$ cat src/scdr_pkg.sv
// Shared constants and carrier types for the serial link monitor
package scdr_pkg;

   // ********************************************************************
   // Rate and reference figures
   // ********************************************************************
   localparam int REF_MULT = 8;
   localparam int REF_HI_KHZ = 19440;
   localparam int REF_LO_KHZ = 6480;
   localparam int BIT_HI_KHZ = REF_HI_KHZ * REF_MULT;
   localparam int BIT_LO_KHZ = REF_LO_KHZ * REF_MULT;
   localparam int LOCK_TOL_PPM = 1000;

   // ********************************************************************
   // Quiet-line detector counts
   // ********************************************************************
   localparam int QUIET_BITS = 512;
   localparam int RECOVER_EDGES = 64;
   localparam int WIN_W = 10;
   localparam logic [WIN_W-1:0] WIN_RST = 10'h000;
   localparam logic [WIN_W-1:0] QUIET_LAST = 10'h1ff;
   localparam logic [WIN_W-1:0] EDGE_NEED = 10'h040;

   // Frequency check over one window of recovered bits, in reference cycles
   localparam int FREQ_WIN_BITS = 512;
   localparam int FREQ_REF_CYC = FREQ_WIN_BITS / REF_MULT;
   localparam int FREQ_TOL_CYC = 1;

   // ********************************************************************
   // Encodings
   // ********************************************************************
   typedef enum logic [1:0] {
      SCDR_RATE_LO = 2'h0,
      SCDR_RATE_HI = 2'h1,
      SCDR_RATE_TEST = 2'h2
   } scdr_rate_t;

   typedef enum logic [2:0] {
      SCDR_ST_TRACK = 3'h1,
      SCDR_ST_QUIET = 3'h2,
      SCDR_ST_NOCAR = 3'h4
   } scdr_state_t;

   // Power-down straps sampled from the output pairs
   typedef struct packed {
      logic tx_buf_off;
      logic rx_buf_off;
      logic tx_pll_off;
      logic rclk_off;
      logic rdata_off;
   } scdr_pwr_t;

   // Carrier input decoded into its two low levels
   typedef struct packed {
      logic ecl_low;
      logic ttl_low;
   } scdr_car_t;

endpackage

$ cat src/scdr_skid.sv
// Two-entry buffer with valid and ready on both sides
module scdr_skid #(
   parameter int W = 1
) (
   input wire logic clk_sys,
   input wire logic arst_n,
   input wire logic [W-1:0] in_data,
   input wire logic in_valid,
   output logic in_ready,
   output logic [W-1:0] out_data,
   output logic out_valid,
   input wire logic out_ready
);

   // ********************************************************************
   // Storage
   // ********************************************************************
   logic [W-1:0] mem_q [2];
   logic wr_q;
   logic rd_q;
   logic [1:0] cnt_q;
   wire push = in_valid && in_ready;
   wire pop = out_valid && out_ready;

   // Ready is decoded from the registered count alone so it never loops through the sink
   assign in_ready = (cnt_q != 2'h2);
   assign out_valid = (cnt_q != 2'h0);
   assign out_data = mem_q[rd_q];

   // Pointers and fill count
   always_ff @(posedge clk_sys or negedge arst_n) begin
      if (!arst_n) begin
         wr_q <= 1'b0;
         rd_q <= 1'b0;
         cnt_q <= 2'h0;
         mem_q[0] <= '0;
         mem_q[1] <= '0;
      end else begin
         if (push) begin
            mem_q[wr_q] <= in_data;
            wr_q <= ~wr_q;
         end
         if (pop) begin
            rd_q <= ~rd_q;
         end
         cnt_q <= cnt_q + {1'b0, push} - {1'b0, pop};
      end
   end
endmodule

$ cat src/scdr_link_monitor.sv
// Digital core of the serial clock-and-data-recovery link monitor
// The analog loop is modelled as a bit strobe: rec_bit_tick marks one
// recovered bit period in clk_sys time, ref_tick one reference period.
module scdr_link_monitor (
   input wire logic clk_sys,
   input wire logic arst_n,
   input wire logic rate_sel_hi,
   input wire logic rate_sel_lo,
   input wire logic ref_tick,
   input wire logic transmit_serial_in,
   input wire logic line_serial_in,
   input wire logic wrap_sel,
   input wire logic car_ecl_low,
   input wire logic car_ttl_low,
   input wire logic rec_bit_tick,
   input wire logic tx_out_strap,
   input wire logic rx_out_strap,
   input wire logic transmit_bit_clock_strap,
   input wire logic rclk_strap,
   input wire logic rdata_strap,
   input wire logic rx_ready,
   output logic buffered_line_out,
   output logic receive_buffer_out,
   output logic recovered_data_out,
   output logic recovered_data_valid,
   output logic recovered_clock_out,
   output logic transmit_bit_clock,
   output logic link_fault_n,
   output logic pll_unlocked,
   output logic [1:0] rate_mode,
   output logic test_mode
);

   // ********************************************************************
   // Input synchronisers, two flops each
   // ********************************************************************
   localparam int NSYNC = 15;
   logic [NSYNC-1:0] s1_q;
   logic [NSYNC-1:0] s2_q;
   wire [NSYNC-1:0] raw_in = {rate_sel_hi, rate_sel_lo, ref_tick, transmit_serial_in,
      line_serial_in, wrap_sel, car_ecl_low, car_ttl_low, rec_bit_tick, tx_out_strap,
      rx_out_strap, transmit_bit_clock_strap, rclk_strap, rdata_strap, 1'b0};

   // Only the second stage is read by logic
   always_ff @(posedge clk_sys or negedge arst_n) begin
      if (!arst_n) begin
         s1_q <= '0;
         s2_q <= '0;
      end else begin
         s1_q <= raw_in;
         s2_q <= s1_q;
      end
   end

   wire r_hi = s2_q[14];
   wire r_lo = s2_q[13];
   wire r_ref = s2_q[12];
   wire r_tx = s2_q[11];
   wire r_line = s2_q[10];
   wire r_wrap = s2_q[9];
   scdr_pkg::scdr_car_t car;
   assign car = {s2_q[8], s2_q[7]};
   wire r_bit = s2_q[6];
   scdr_pkg::scdr_pwr_t pwr;
   assign pwr = {s2_q[5], s2_q[4], s2_q[3], s2_q[2], s2_q[1]};

   // ********************************************************************
   // Rate decode: both level comparators false means mid-level
   // ********************************************************************
   scdr_pkg::scdr_rate_t rate_d;
   assign rate_d = r_hi ? scdr_pkg::SCDR_RATE_HI :
      (r_lo ? scdr_pkg::SCDR_RATE_LO : scdr_pkg::SCDR_RATE_TEST);

   // ********************************************************************
   // Path select and power-down decode
   // ********************************************************************
   // Unconnected carrier reads as TTL low, so detector off is the default
   wire det_off = car.ttl_low;
   wire car_lost = car.ecl_low && !car.ttl_low;
   wire rx_pll_off = pwr.rclk_off && pwr.rdata_off;
   wire sel_data = r_wrap ? r_line : r_tx;
   wire bit_strobe = r_bit && !rx_pll_off;

   // ********************************************************************
   // Transition window, restarted every 512 bit times
   // ********************************************************************
   logic prev_q;
   logic [scdr_pkg::WIN_W-1:0] quiet_q;
   logic [scdr_pkg::WIN_W-1:0] win_q;
   logic [scdr_pkg::WIN_W-1:0] edges_q;
   wire edge_seen = bit_strobe && (sel_data != prev_q);
   wire win_end = bit_strobe && (win_q == scdr_pkg::QUIET_LAST);
   wire quiet_hit = bit_strobe && !edge_seen && (quiet_q == scdr_pkg::QUIET_LAST);
   wire edges_ok = (edges_q + {9'h000, edge_seen}) >= scdr_pkg::EDGE_NEED;

   // Bit-time counters advance only on recovered-clock strobes
   always_ff @(posedge clk_sys or negedge arst_n) begin
      if (!arst_n) begin
         prev_q <= 1'b0;
         quiet_q <= scdr_pkg::WIN_RST;
         win_q <= scdr_pkg::WIN_RST;
         edges_q <= scdr_pkg::WIN_RST;
      end else if (bit_strobe) begin
         prev_q <= sel_data;
         quiet_q <= edge_seen ? scdr_pkg::WIN_RST : quiet_q + 10'h001;
         win_q <= win_end ? scdr_pkg::WIN_RST : win_q + 10'h001;
         edges_q <= win_end ? scdr_pkg::WIN_RST :
            (edges_q + {9'h000, edge_seen});
      end
   end

   // ********************************************************************
   // Lock check: reference cycles per 512 recovered bits
   // ********************************************************************
   logic ref_prev_q;
   logic [7:0] ref_cnt_q;
   logic [scdr_pkg::WIN_W-1:0] fwin_q;
   logic ool_q;
   wire ref_rise = r_ref && !ref_prev_q;
   wire fwin_end = bit_strobe && (fwin_q == scdr_pkg::QUIET_LAST);
   wire [7:0] ref_lo_lim = 8'(scdr_pkg::FREQ_REF_CYC - scdr_pkg::FREQ_TOL_CYC);
   wire [7:0] ref_hi_lim = 8'(scdr_pkg::FREQ_REF_CYC + scdr_pkg::FREQ_TOL_CYC);
   // Coarse: one reference cycle in 64 is far wider than 1000 ppm
   wire ool_d = (ref_cnt_q < ref_lo_lim) || (ref_cnt_q > ref_hi_lim);

   // Out-of-lock judged once per window, held until the next
   always_ff @(posedge clk_sys or negedge arst_n) begin
      if (!arst_n) begin
         ref_prev_q <= 1'b0;
         ref_cnt_q <= 8'h00;
         fwin_q <= scdr_pkg::WIN_RST;
         ool_q <= 1'b0;
      end else begin
         ref_prev_q <= r_ref;
         if (fwin_end) begin
            ref_cnt_q <= {7'h00, ref_rise};
            ool_q <= ool_d;
         end else if (ref_rise && ref_cnt_q != 8'hff) begin
            ref_cnt_q <= ref_cnt_q + 8'h01;
         end
         if (bit_strobe) begin
            fwin_q <= fwin_end ? scdr_pkg::WIN_RST : fwin_q + 10'h001;
         end
      end
   end

   // ********************************************************************
   // Link state machine
   // ********************************************************************
   scdr_pkg::scdr_state_t st_q;
   scdr_pkg::scdr_state_t st_d;
   always_comb begin
      st_d = st_q;
      unique case (st_q)
         scdr_pkg::SCDR_ST_TRACK: begin
            if (car_lost) begin
               st_d = scdr_pkg::SCDR_ST_NOCAR;
            end else if (!det_off && quiet_hit) begin
               st_d = scdr_pkg::SCDR_ST_QUIET;
            end
         end
         scdr_pkg::SCDR_ST_QUIET: begin
            if (car_lost) begin
               st_d = scdr_pkg::SCDR_ST_NOCAR;
            end else if (det_off || (win_end && edges_ok)) begin
               st_d = scdr_pkg::SCDR_ST_TRACK;
            end
         end
         scdr_pkg::SCDR_ST_NOCAR: begin
            if (!car_lost) begin
               st_d = scdr_pkg::SCDR_ST_QUIET;
            end
         end
         default: st_d = scdr_pkg::SCDR_ST_NOCAR;
      endcase
      if (det_off && !car_lost) begin
         st_d = scdr_pkg::SCDR_ST_TRACK;
      end
   end

   // Fault is low in a lost state, or out-of-lock with detector off
   wire fault_d = (st_d != scdr_pkg::SCDR_ST_TRACK) || (det_off && ool_q);
   // Loop held at reference while the line is not trusted
   wire hold_ref = (st_d != scdr_pkg::SCDR_ST_TRACK);
   wire no_car = (st_d == scdr_pkg::SCDR_ST_NOCAR);
   wire rdata_d = no_car ? 1'b0 : sel_data;

   // ********************************************************************
   // Transmit clock: system clock halved, toggled on every clk_sys cycle outside test mode and power-down
   // ********************************************************************
   logic transmit_bit_clock_q;
   always_ff @(posedge clk_sys or negedge arst_n) begin
      if (!arst_n) begin
         transmit_bit_clock_q <= 1'b0;
      end else if (pwr.tx_pll_off || rate_d == scdr_pkg::SCDR_RATE_TEST) begin
         transmit_bit_clock_q <= 1'b0;
      end else begin
         transmit_bit_clock_q <= ~transmit_bit_clock_q;
      end
   end

   // ********************************************************************
   // Recovered data through the two-entry buffer
   // ********************************************************************
   logic sk_valid;
   logic sk_data;
   logic sk_in_ready;
   scdr_skid #(
      .W(1)
   ) u_skid (
      .clk_sys(clk_sys),
      .arst_n(arst_n),
      .in_data(rdata_d),
      .in_valid(bit_strobe),
      .in_ready(sk_in_ready),
      .out_data(sk_data),
      .out_valid(sk_valid),
      .out_ready(rx_ready)
   );

   // ********************************************************************
   // Output registers
   // ********************************************************************
   always_ff @(posedge clk_sys or negedge arst_n) begin
      if (!arst_n) begin
         st_q <= scdr_pkg::SCDR_ST_NOCAR;
         link_fault_n <= 1'b0;
         pll_unlocked <= 1'b0;
         recovered_data_out <= 1'b0;
         recovered_data_valid <= 1'b0;
         recovered_clock_out <= 1'b0;
         buffered_line_out <= 1'b0;
         receive_buffer_out <= 1'b0;
         transmit_bit_clock <= 1'b0;
         rate_mode <= 2'h0;
         test_mode <= 1'b0;
      end else begin
         st_q <= st_d;
         link_fault_n <= !fault_d;
         pll_unlocked <= det_off && ool_q;
         // Gated here too, so a stale buffered word never shows without carrier
         recovered_data_out <= (rx_pll_off || no_car) ? 1'b0 : sk_data;
         recovered_data_valid <= sk_valid && rx_ready && !rx_pll_off;
         recovered_clock_out <= rx_pll_off ? 1'b0 : (hold_ref ? transmit_bit_clock_q : r_bit);
         buffered_line_out <= pwr.tx_buf_off ? 1'b0 : r_tx;
         receive_buffer_out <= pwr.rx_buf_off ? 1'b0 : sel_data;
         transmit_bit_clock <= transmit_bit_clock_q;
         rate_mode <= rate_d;
         test_mode <= (rate_d == scdr_pkg::SCDR_RATE_TEST);
      end
   end
endmodule

$ cat config.mk
export PLATFORM = sky130hd
export DESIGN_NAME = scdr_link_monitor
export DESIGN_NICKNAME = d
export VERILOG_FILES = /design/src/scdr_pkg.sv /design/src/scdr_skid.sv /design/src/scdr_link_monitor.sv
export SDC_FILE = /design/constraint.sdc
export NUM_CORES = 1
export LEC_CHECK = 0
export BUFFER_PORTS_ARGS = -buffer_cell sky130_fd_sc_hd__buf_2
export CORE_MARGIN = 1.5
export CORE_UTILIZATION = 60
export CTS_BUF_LIST = sky130_fd_sc_hd__clkbuf_8
export DETAILED_ROUTE_END_ITERATION = 6
export HOLD_SLACK_MARGIN = 0.15
export PLACE_DENSITY_LB_ADDON = 0.25
export SLEW_MARGIN = 10
export SYNTH_ARGS = -nofsm -noshare
export SYNTH_HDL_FRONTEND = slang
export SYNTH_SLANG_ARGS = --single-unit
$ cat constraint.sdc
create_clock -name clk_sys -period 3.7 [get_ports clk_sys]
set_input_delay 0.185 -clock clk_sys [delete_from_list [all_inputs] [get_ports clk_sys]]
set_output_delay 0.185 -clock clk_sys [all_outputs]
set_load 0.02 [all_outputs]
# Word level (Yosys, flattened, before mapping)
# Cells that the tools add are included.
# totals
latchBits	0
output_inout_bits	11
ramBits	0
ff_bits	100
memories	0
inputBits	17
elab_cells	117
rom_bits	0
# classes
reduce_logical	31
add_sub_neg	7
bitwise_logic	5
n_eq_ne	12
magnitude_cmp	6
div_mod_pow	0
n_shift	0
muxes	29
mul	0
# op_table
cell	count
$mux 10	4
$add 10x1->10 const B	3
$eq 10x9->1 const B	3
$logic_and 1x1->1	18
$mux 3	6
$mux 8	2
$mux 1	12
$add 10x1->10	1
$ge 10x7->1 const B	1
$pmux 3 s3	1
$add 8x1->8 const B	1
$gt 8x7->1 const B	1
$lt 8x6->1 const B	1
$ne 8x8->1 const B	1
$eq 3x3->1 const B	2
$logic_not 1->1	6
$logic_or 1x1->1	5
$ge 2x2->1 const B	2
$mux 2	2
$not 1->2	2
$reduce_bool 2->1	2
$eq 3x1->1 const B	1
$eq 3x2->1 const B	1
$ne 3x1->1 const B	1
9 further kinds	11

# Logic depth before layout (Yosys ltp)
# Gate-level depths: netlist of run 1.
# depth
word_depth	15
depth_mapped	11
mapped_depth_nobuf	10

# Cells and area by module
# A second synthesis of run 1 with hierarchy kept.
# hier_totals
hier_cells	368
hier_area_um2	4150.2
# modules_own_cells
module	n_inst	cells_each	area_per_inst_um2
scdr_link_monitor	1	346	3860.0
scdr_skid	1	22	290.3

# Least setup slack after synthesis of run 1
# OpenSTA, ideal clock, no wires.
# synth_path
path_type	register -> register
startpoint	reg s2_q[2]
endpoint	reg recovered_clock_out
path_stages_with_launch	12
t_arrival_ps	2947
synth_period_minus_slack_ps	3086
required_time_ps	3561
path_buffers	2
path_slack_ps	614
cell_sequence	dfrtp_1 a21boi_0 clkbuf_1 clkbuf_1 and2_1 ha_1 ha_1 nand3_1 or4_1 a311oi_2 o21bai_2 mux2i_1
# synth_between
elab_chain_cells	15
elab_cells_between_ends	22
cone_classes	add/sub (1); order compare (1); eq/ne (1); mux (8); reduce/logical (11)
# synth_rtl
item	line_no	source
start, declared	scdr_link_monitor.sv:39	logic [NSYNC-1:0] s2_q;
start signal, assigned	scdr_link_monitor.sv:51	s2_q <= s1_q;
$logic_and 1x1->1 (*)	scdr_link_monitor.sv:80	wire rx_pll_off = pwr.rclk_off && pwr.rdata_off;
$logic_not 1->1 (*)	scdr_link_monitor.sv:82	wire bit_strobe = r_bit && !rx_pll_off;
$logic_and 1x1->1 (*)	scdr_link_monitor.sv:82	
$logic_and 1x1->1	scdr_link_monitor.sv:91	wire edge_seen = bit_strobe && (sel_data != prev_q);
$add 10x1->10 or $logic_not 1->1 (tied branches)	scdr_link_monitor.sv:94, scdr_link_monitor.sv:93	
$ge 10x7->1 or $logic_and 1x1->1 (tied branches)	scdr_link_monitor.sv:94, scdr_link_monitor.sv:93	
$logic_and 1x1->1, on equally long branches	scdr_link_monitor.sv:165, scdr_link_monitor.sv:93	
$logic_or 1x1->1 or $logic_and 1x1->1 (tied branches)	scdr_link_monitor.sv:165, scdr_link_monitor.sv:158	
$mux 3, on equally long branches	scdr_link_monitor.sv:165, scdr_link_monitor.sv:158	
$mux 3, on equally long branches	scdr_link_monitor.sv:163, scdr_link_monitor.sv:156	
$pmux 3 s3 (*)	scdr_link_monitor.sv:154	unique case (st_q)
$mux 3 (*)	scdr_link_monitor.sv:176	if (det_off && !car_lost) begin
net st_d[0]	scdr_link_monitor.sv:151	scdr_pkg::scdr_state_t st_d;
$ne 3x1->1 (*)	scdr_link_monitor.sv:184	wire hold_ref = (st_d != scdr_pkg::SCDR_ST_TRACK);
$mux 1 (*) (2 in series)	scdr_link_monitor.sv:244	recovered_clock_out <= rx_pll_off ? 1'b0 : (hold_ref ? transmit_bit_clock_q : r_bit);
end signal, assigned	scdr_link_monitor.sv:244	
end, declared	scdr_link_monitor.sv:26	output logic recovered_clock_out,
# The timed path passes the listed nets; every way through them passes the cells marked *.
# A chain may end at the register's enable or synchronous reset.

# Worst setup path after layout of run 1
# layout_path
startpoint	reg s2_q[9]
endpoint	reg recovered_clock_out
# layout_between
elab_chain_cells	14
elab_cells_between_ends	20
cone_classes	add/sub (1); order compare (1); eq/ne (2); mux (9); reduce/logical (7)
# layout_rtl
item	line_no	source
$mux 1 (*)	scdr_link_monitor.sv:81	wire sel_data = r_wrap ? r_line : r_tx;
$ne 1x1->1 (*)	scdr_link_monitor.sv:91	
$logic_and 1x1->1 (*)	scdr_link_monitor.sv:91	
$add 10x1->10 or $logic_not 1->1 (tied branches)	scdr_link_monitor.sv:94, scdr_link_monitor.sv:93	
$ge 10x7->1 or $logic_and 1x1->1 (tied branches)	scdr_link_monitor.sv:94, scdr_link_monitor.sv:93	
$logic_and 1x1->1, on equally long branches	scdr_link_monitor.sv:165, scdr_link_monitor.sv:93	
$logic_or 1x1->1 or $logic_and 1x1->1 (tied branches)	scdr_link_monitor.sv:165, scdr_link_monitor.sv:158	
$mux 3, on equally long branches	scdr_link_monitor.sv:165, scdr_link_monitor.sv:158	
$mux 3, on equally long branches	scdr_link_monitor.sv:163, scdr_link_monitor.sv:156	
$pmux 3 s3 (*)	scdr_link_monitor.sv:154	
$mux 3 (*)	scdr_link_monitor.sv:176	
net st_d[0]	scdr_link_monitor.sv:151	
$ne 3x1->1 (*)	scdr_link_monitor.sv:184	
$mux 1 (*) (2 in series)	scdr_link_monitor.sv:244	
# Marks and branches as above.

==> metrics.md, run 1 <==
| Metric | Value |
|---|---|
| Worst Hold Class | primary input to register |
| Synth cell types | 53 |
| Port Buffers | 27 |
| DIE AREA | 0.00743 mm2 |
| CP Max Fanout | 14 |
| Register Area | 0.00248 mm2 |
| Antenna violations before repair | 0 |
| GR Util All Layers | 22.4% |
| Clock root buffer | clkbuf_8 |
| TritonCTS clock tree | yes |
| Die Y | 86.2 um |
| Max_cap viols | 0 |
| Final #Nets | 448 |
| Worst Skew | 11.0 ps |
| Largest net degree at the start of global routing | 78 |
| Setup repair after global routing missed its margin | false |
| DP HPWL | 4730 um |
| Cell Pwr Density | 530 mW/mm2 |
| Die width | 86.2 um |
| Final min period | 3090 ps |
| Leakage | 0.00215 uW |
| Worst setup EP type | register |
| Tightest Pin Transition | 945 ps |
| Commonest cells after routing, fill and taps aside | 98 x dfrtp_1, 44 x nand2_1, 37 x o21ai_0 |
| Finished Core Util | 70.2% |
| Setup TNS | 0 ps |
| I/O pins | 28 |
| Gate count after technology mapping | 373 |
| Diode count | 0 |
| Clk_lat worst skew | 380 ps |
| Core area | 0.00676 mm2 |
| TritonCTS buffer count | 9 |
| Post-DR wirelength/cell | 14.4 um |
| Yosys warnings | 0 |
| Routed vias | 2863 |
| WHS | 197 ps |
| Relative slew slack | 37.0% |
| Finished Cell Area | 0.00475 mm2 |
| Status | finished clean |
| Fin. Hold Viols | 0 |
| Final Setup Violations | 0 |
| Post-Place Cell Area | 0.00438 mm2 |
| CP Launch Type | register |
| H-tree Lvls | 3 |
| Total wire length | 7300 um |
| Initial core utilization | 61.4% |
| GRT overflow | 0 |
| VDD IR max | 0.448 mV |
| Share of cells above drive strength 1 | 14.6% |
| Leading cell type in the layout, fill and taps excluded | dfrtp_1 |
| Drt first-iter violations | 138 |
| First-pass GRT wire length | 12800 um |
| Slew Limit Fails | 0 |
| Post-Syn Nets | 400 |
| Flop-to-flop setup slack | 610 ps |
| Router iterations before antenna repair | 4 |
| Filler instances | 473 |
| Number of global-route vias before repair | 2831 |
| DRC viols | 0 |
| Placer Congestion | 0.816 |
| Avg Cell Area, Syn | 11.1 um2 |
| Worst EP arrival | 3310 ps |
| PostCTS Resize Cnt | 0 |
| Via/cell ratio | 5.66 |
| Multi-input gate area | 0.00161 mm2 |
| Highest Clock Rate | 323 MHz |
| Top_reg_cell synth | dfrtp_1 |
| CTS max path bufs | 2 |
| Post-Syn Area | 0.00415 mm2 |
| Synthesis-to-layout area growth | 14.4% |
| Sinks on Clock Net | 99 |
| Crit path kind | register to register |
| #FFs+latches synth | 99 |
| Final Cycle Share | 83.6% |
| Post-synth EDFFs | 0 |
| Asr flop ratio synth | 100% |
| Worst-path clk slew | 100 ps |
| Std-Cell Rows | 30 |
| Antenna Nets Post-Route | 0 |
| Req. time, crit path | 3920 ps |
| Setup bufs post-CTS | 0 |
| Register area share after synthesis | 59.7% |
==> stage by stage <==
step,power [uW],setup WS (ps),std cells
floorplan,1700,614,373
global placement,1800,786,475
detailed placement,1830,671,475
CTS,2550,598,506
global route,2670,341,506
finish,2520,606,506
==> metal layers <==
metal	GRT usage (%)	vias up	share of wire (%)
met5	0	-	0
met4	7.48	0	1.2
met3	6.57	9	4.7
met2	35.8	56	48
met1	29.7	1393	46
li1	-	1405	-
==> flip-flops by register name, indices dropped and copies added, names as in the netlist, 2 cells and up <==
register and cells:
edges_q 10, fwin_q 10, quiet_q 10, st_q 3, s2_q 14, rate_mode 2, win_q 10, u_skid.cnt_q 2
s1_q 14, ref_cnt_q 8, u_skid.mem_q 2
==> power breakdown <==
group	internal, uW	switching [uW]	total, uW
combinational	197	225	422
clock	275	418	693
sequential	1250	148	1400
==> final cells by class <==
cell class | count | area share [%]
Clock buffer | 9 | 2.61
Inverter | 6 | 0.475
Sequential cell | 99 | 52.2
Tap cell | 80 | 2.11
Timing Repair Buffer | 46 | 6.70
Clock inverter | 7 | 1.98
Multi-Input combinational cell | 259 | 33.9
==> synthesized netlist by cell type, types with 2 or more instances <==
cell type	count	area [um2]
dfrtp_1	98	2450
nor2_1	32	120
ha_1	10	125
nand2b_1	2	12.5
inv_1	6	22.5
a21boi_0	2	15.0
a31oi_1	2	12.5
o21ai_0	37	185
a21oi_1	12	60.1
and4_1	2	17.5
and2_1	5	31.3
xor2_1	12	105
nor2b_1	4	25.0
or3_1	5	31.3
mux2_2	2	22.5
buf_2	2	10.0
clkbuf_1	6	22.5
nand4_1	8	50.1
o31ai_1	3	22.5
xnor2_1	14	123
nor4b_1	2	17.5
nand3_1	14	70.1
o41ai_1	2	17.5
mux2i_1	4	40.0
and3_1	7	43.8
nor3_1	4	20.0
nand2_1	44	165
or4_1	4	30.0
nor4_1	4	25.0
==> worst paths after layout <==
kind | endpoint | from | depth (start not counted)
worst max-delay path | recovered_clock_out | s2_q[9] | 11
worst min-delay path | recovered_data_valid | rx_ready | 3
worst max register to register | recovered_clock_out | s2_q[9] | 11
worst min register to register | s2_q[10] | s1_q[10] | 0
max in group asynchronous | st_q[2] | arst_n | 3
min in group asynchronous | u_skid.cnt_q[0] | arst_n | 2
==> kinds of logic (layout without fill, tap and decap cells) <==
group           count (synthesis)  in the layout  synth area share (%)
simple gates                  148            148                  18.5
fa+ha+maj                      10             10                  3.01
buf+inv                        15             68                  1.51
mux                             6              6                  1.51
xor+xnor                       26             26                  5.49
compound gates                 69             69                  10.3
flops                          99             99                  59.7
==> critical path, stage by stage (launching register included) <==
cell and delay [ps]:
dfrtp_1 380, mux2i_1 400, xnor2_1 160, buf_4 200, and2_1 150, ha_1 230
ha_1 200, nand3_1 150, or4_1 450, a311oi_2 340, o21bai_2 140, mux2i_1 130
==> what timing repair did <==
| action | in CTS | in global routing |
|---|---|---|
| setup endpoints to repair | 0 | 0 |
| endpoints found under the hold margin | 90 | 0 |
| hold buffers | 15 | 0 |
(Power assumes the default switching activity.)
==> run 2: changes to the inputs <==
--- a/config.mk
+++ b/config.mk
@@ -5,9 +5,10 @@
 export SDC_FILE = /design/constraint.sdc
 export NUM_CORES = 1
 export LEC_CHECK = 0
+export ABC_AREA = 1
 export BUFFER_PORTS_ARGS = -buffer_cell sky130_fd_sc_hd__buf_2
 export CORE_MARGIN = 1.5
-export CORE_UTILIZATION = 60
+export CORE_UTILIZATION = 56
 export CTS_BUF_LIST = sky130_fd_sc_hd__clkbuf_8
 export DETAILED_ROUTE_END_ITERATION = 6
 export HOLD_SLACK_MARGIN = 0.15
==> constraint.sdc (replaced) <==
create_clock -name clk_sys -period 2.6 [get_ports clk_sys]
set_input_delay 0.13 -clock clk_sys [delete_from_list [all_inputs] [get_ports clk_sys]]
set_output_delay 0.13 -clock clk_sys [all_outputs]
set_load 0.02 [all_outputs]
==> run 2 against run 1 <==
  * Final area is 3.3% higher
  * Clock-buffer cell count unchanged
  * Synthesized cell count is 17% higher
  * Non-clock buffer count rose by 3
  * Critical path type unchanged
  * Critical endpoint unchanged
  * Largest power group unchanged
==> metrics.md, run 2 <==
| Metric | Value |
|---|---|
| Number of global-route vias before repair | 2903 |
| GRT overflow | 0 |
| Avg Cell Area, Syn | 9.60 um2 |
| Sinks on Clock Net | 99 |
| Flop-to-flop setup slack | 200 ps |
| Gate count after technology mapping | 437 |
| GR Util All Layers | 20.5% |
| Cell taking the most area after synthesis | dfrtp_1 |
| Router iterations before antenna repair | 4 |
| Slew Limit Fails | 0 |
| Req. time, crit path | 2870 ps |
| Register area share after synthesis | 59.1% |
| Die width | 89.6 um |
| Via/cell ratio | 5.06 |
| Worst EP arrival | 2670 ps |
| Clk_lat worst skew | 370 ps |
| Post-Place Cell Area | 0.00449 mm2 |
| Finished Cell Area | 0.00490 mm2 |
| Synthesis-to-layout area growth | 16.9% |
| Synth top area share | 58.5% |
| Reg-to-reg startpoint | s2_q[11] |
| Final Cycle Share | 92.4% |
| I/O pins | 28 |
| Share of cells above drive strength 1 | 13.5% |
| VDD IR max | 0.465 mV |
| Cell Pwr Density | 743 mW/mm2 |
| R2R depth | 20 |
| Max_cap viols | 0 |
| Most frequent cell after synthesis | dfrtp_1 |
| Crit path kind | register to register |
| Post-synth EDFFs | 0 |
| CTS max path bufs | 2 |
| Total wire length | 7520 um |
| Fin. Hold Viols | 0 |
| Yosys warnings | 0 |
| Worst-path clk slew | 110 ps |
| CP Max Fanout | 4 |
| H-tree Lvls | 3 |
| Synth cell types | 36 |
| Worst Skew | 10.4 ps |
| Final Setup Violations | 0 |
| Top cell by count, worst path | nand2_1 |
| Drt first-iter violations | 133 |
| Largest regs | s1_q x14, s2_q x14 |
| Worst setup EP type | register |
| Top_reg_cell synth | dfrtp_1 |
| Filler instances | 540 |
| Post-DR wirelength/cell | 12.6 um |
| Highest Clock Rate | 416 MHz |
| Antenna violations before repair | 0 |
| Status | finished clean |
| Most frequent cells after synthesis | 98 x dfrtp_1, 73 x nand2_1, 71 x inv_1 |
| DIE AREA | 0.00802 mm2 |
| Commonest cells after routing, fill and taps aside | 98 x dfrtp_1, 73 x nand2_1, 69 x inv_1 |
| DRC viols | 0 |
| TritonCTS buffer count | 9 |
| Routed vias | 3011 |
| Cell Chain, Critical Path | inv_1 -> o21ai_2 -> xor2_1 -> nand2_1 -> inv_2 -> ha_4 -> ha_4 -> nand3_2 -> o21ai_1 -> nand2_1 -> nor2_1 -> nand2_1 -> nand2_1 -> nand2_1 -> nand2_1 -> nand2_1 -> nand2_1 -> nand3_1 -> nand2_1 -> nor2_1 |
| Tightest Pin Transition | 683 ps |
| Core area | 0.00725 mm2 |
| Die Y | 89.6 um |
| Finished Core Util | 67.6% |
| Post-Syn Area | 0.00420 mm2 |
| FF-to-FF End | recovered_clock_out |
| WHS | 327 ps |
| CP top delay family | simple AND/OR/NAND/NOR gates |
| Setup TNS | 0 ps |
| Diode count | 0 |
| Std-Cell Rows | 31 |
| Final min period | 2400 ps |
| First-pass GRT wire length | 12600 um |
| Antenna Nets Post-Route | 0 |
| CP max stage cell | dfrtp_1 |
| #FFs+latches synth | 99 |
| Leakage | 0.00239 uW |
| Post-Syn Nets | 464 |
| Largest net degree at the start of global routing | 56 |
| Relative slew slack | 54.5% |
| Buf/Inv on CP | 2 |
| Port Buffers | 27 |
| Clock root buffer | clkbuf_8 |
| Initial core utilization | 57.8% |
| Max incr delay on CP | 340 ps |
| Final #Nets | 518 |
| Placer Congestion | 0.873 |
| TritonCTS clock tree | yes |
| Asr flop ratio synth | 100% |
| Area contributors post-synth | dfrtp_1 58%, nand2_1 6.5%, inv_1 6.4% |
| Setup bufs post-CTS | 0 |
| DP HPWL | 5120 um |
| Worst Hold Class | primary input to async pin |
| CP Launch Type | register |
| Leading cell type in the layout, fill and taps excluded | dfrtp_1 |
## run 2: metrics by stage
| stage | total power (uW) | cells | setup slack [ps] |
|---|---|---|---|
| after global routing | 3880 | 595 | -29.3 |
| after CTS | 3650 | 595 | 36.1 |
| after global placement | 2590 | 563 | 184 |
| final | 3640 | 595 | 197 |
| after floorplan | 2430 | 437 | 226 |
| after detailed placement | 2640 | 563 | 76.2 |
## run 2: area by class of cell
type | count | area [um2] | area share, %
tap | 99 | 124 | 2.53
inverter | 71 | 267 | 5.44
clock inverter | 7 | 93.8 | 1.91
sequential | 99 | 2480 | 50.5
clock buffer | 9 | 124 | 2.53
multi-input combinational | 261 | 1460 | 29.8
timing repair buffer | 49 | 355 | 7.25
## run 2: what timing repair did
| item | in CTS | in global routing |
|---|---|---|
| endpoints found under the hold margin | 69 | 0 |
| gates resized for setup | 0 | 11 |
| hold buffers | 16 | 0 |
| endpoints found under the setup margin | 0 | 4 |
## run 2: worst max-delay path by stage
stage	start	to	cells after the start
floorplan	s2_q[2]	recovered_clock_out	23
global placement	s2_q[9]	recovered_clock_out	21
detailed placement	s2_q[9]	recovered_clock_out	19
CTS	s2_q[9]	recovered_clock_out	19
global route	s2_q[11]	recovered_clock_out	22
finish	s2_q[11]	recovered_clock_out	20
## run 2: logic make-up after synthesis
logic type / synth area share (%)
AOI/OAI and AO/OA: 7.49
xor gates and xnor gates: 3.55
adders and majority gates: 2.98
buffers and inverters: 7.04
DFF: 59.1
muxes: 0.239
and+or+nand+nor: 19.6
## run 2: report_power, final
group	total (uW)	switching (uW)	internal (uW)	leakage (uW)
Combinational	687	399	288	0.00104
Clock	992	601	391	0.000107
Sequential	1970	183	1780	0.00125
Total	3640	1180	2460	0.00239
## run 2: metal layers
layer	up-vias	track usage [%]	wire, um
met2	63	35.5	3860
met5	-	0	0
li1	1512	-	-
met4	0	5.31	61
met3	8	4.52	295
met1	1428	26.3	3310
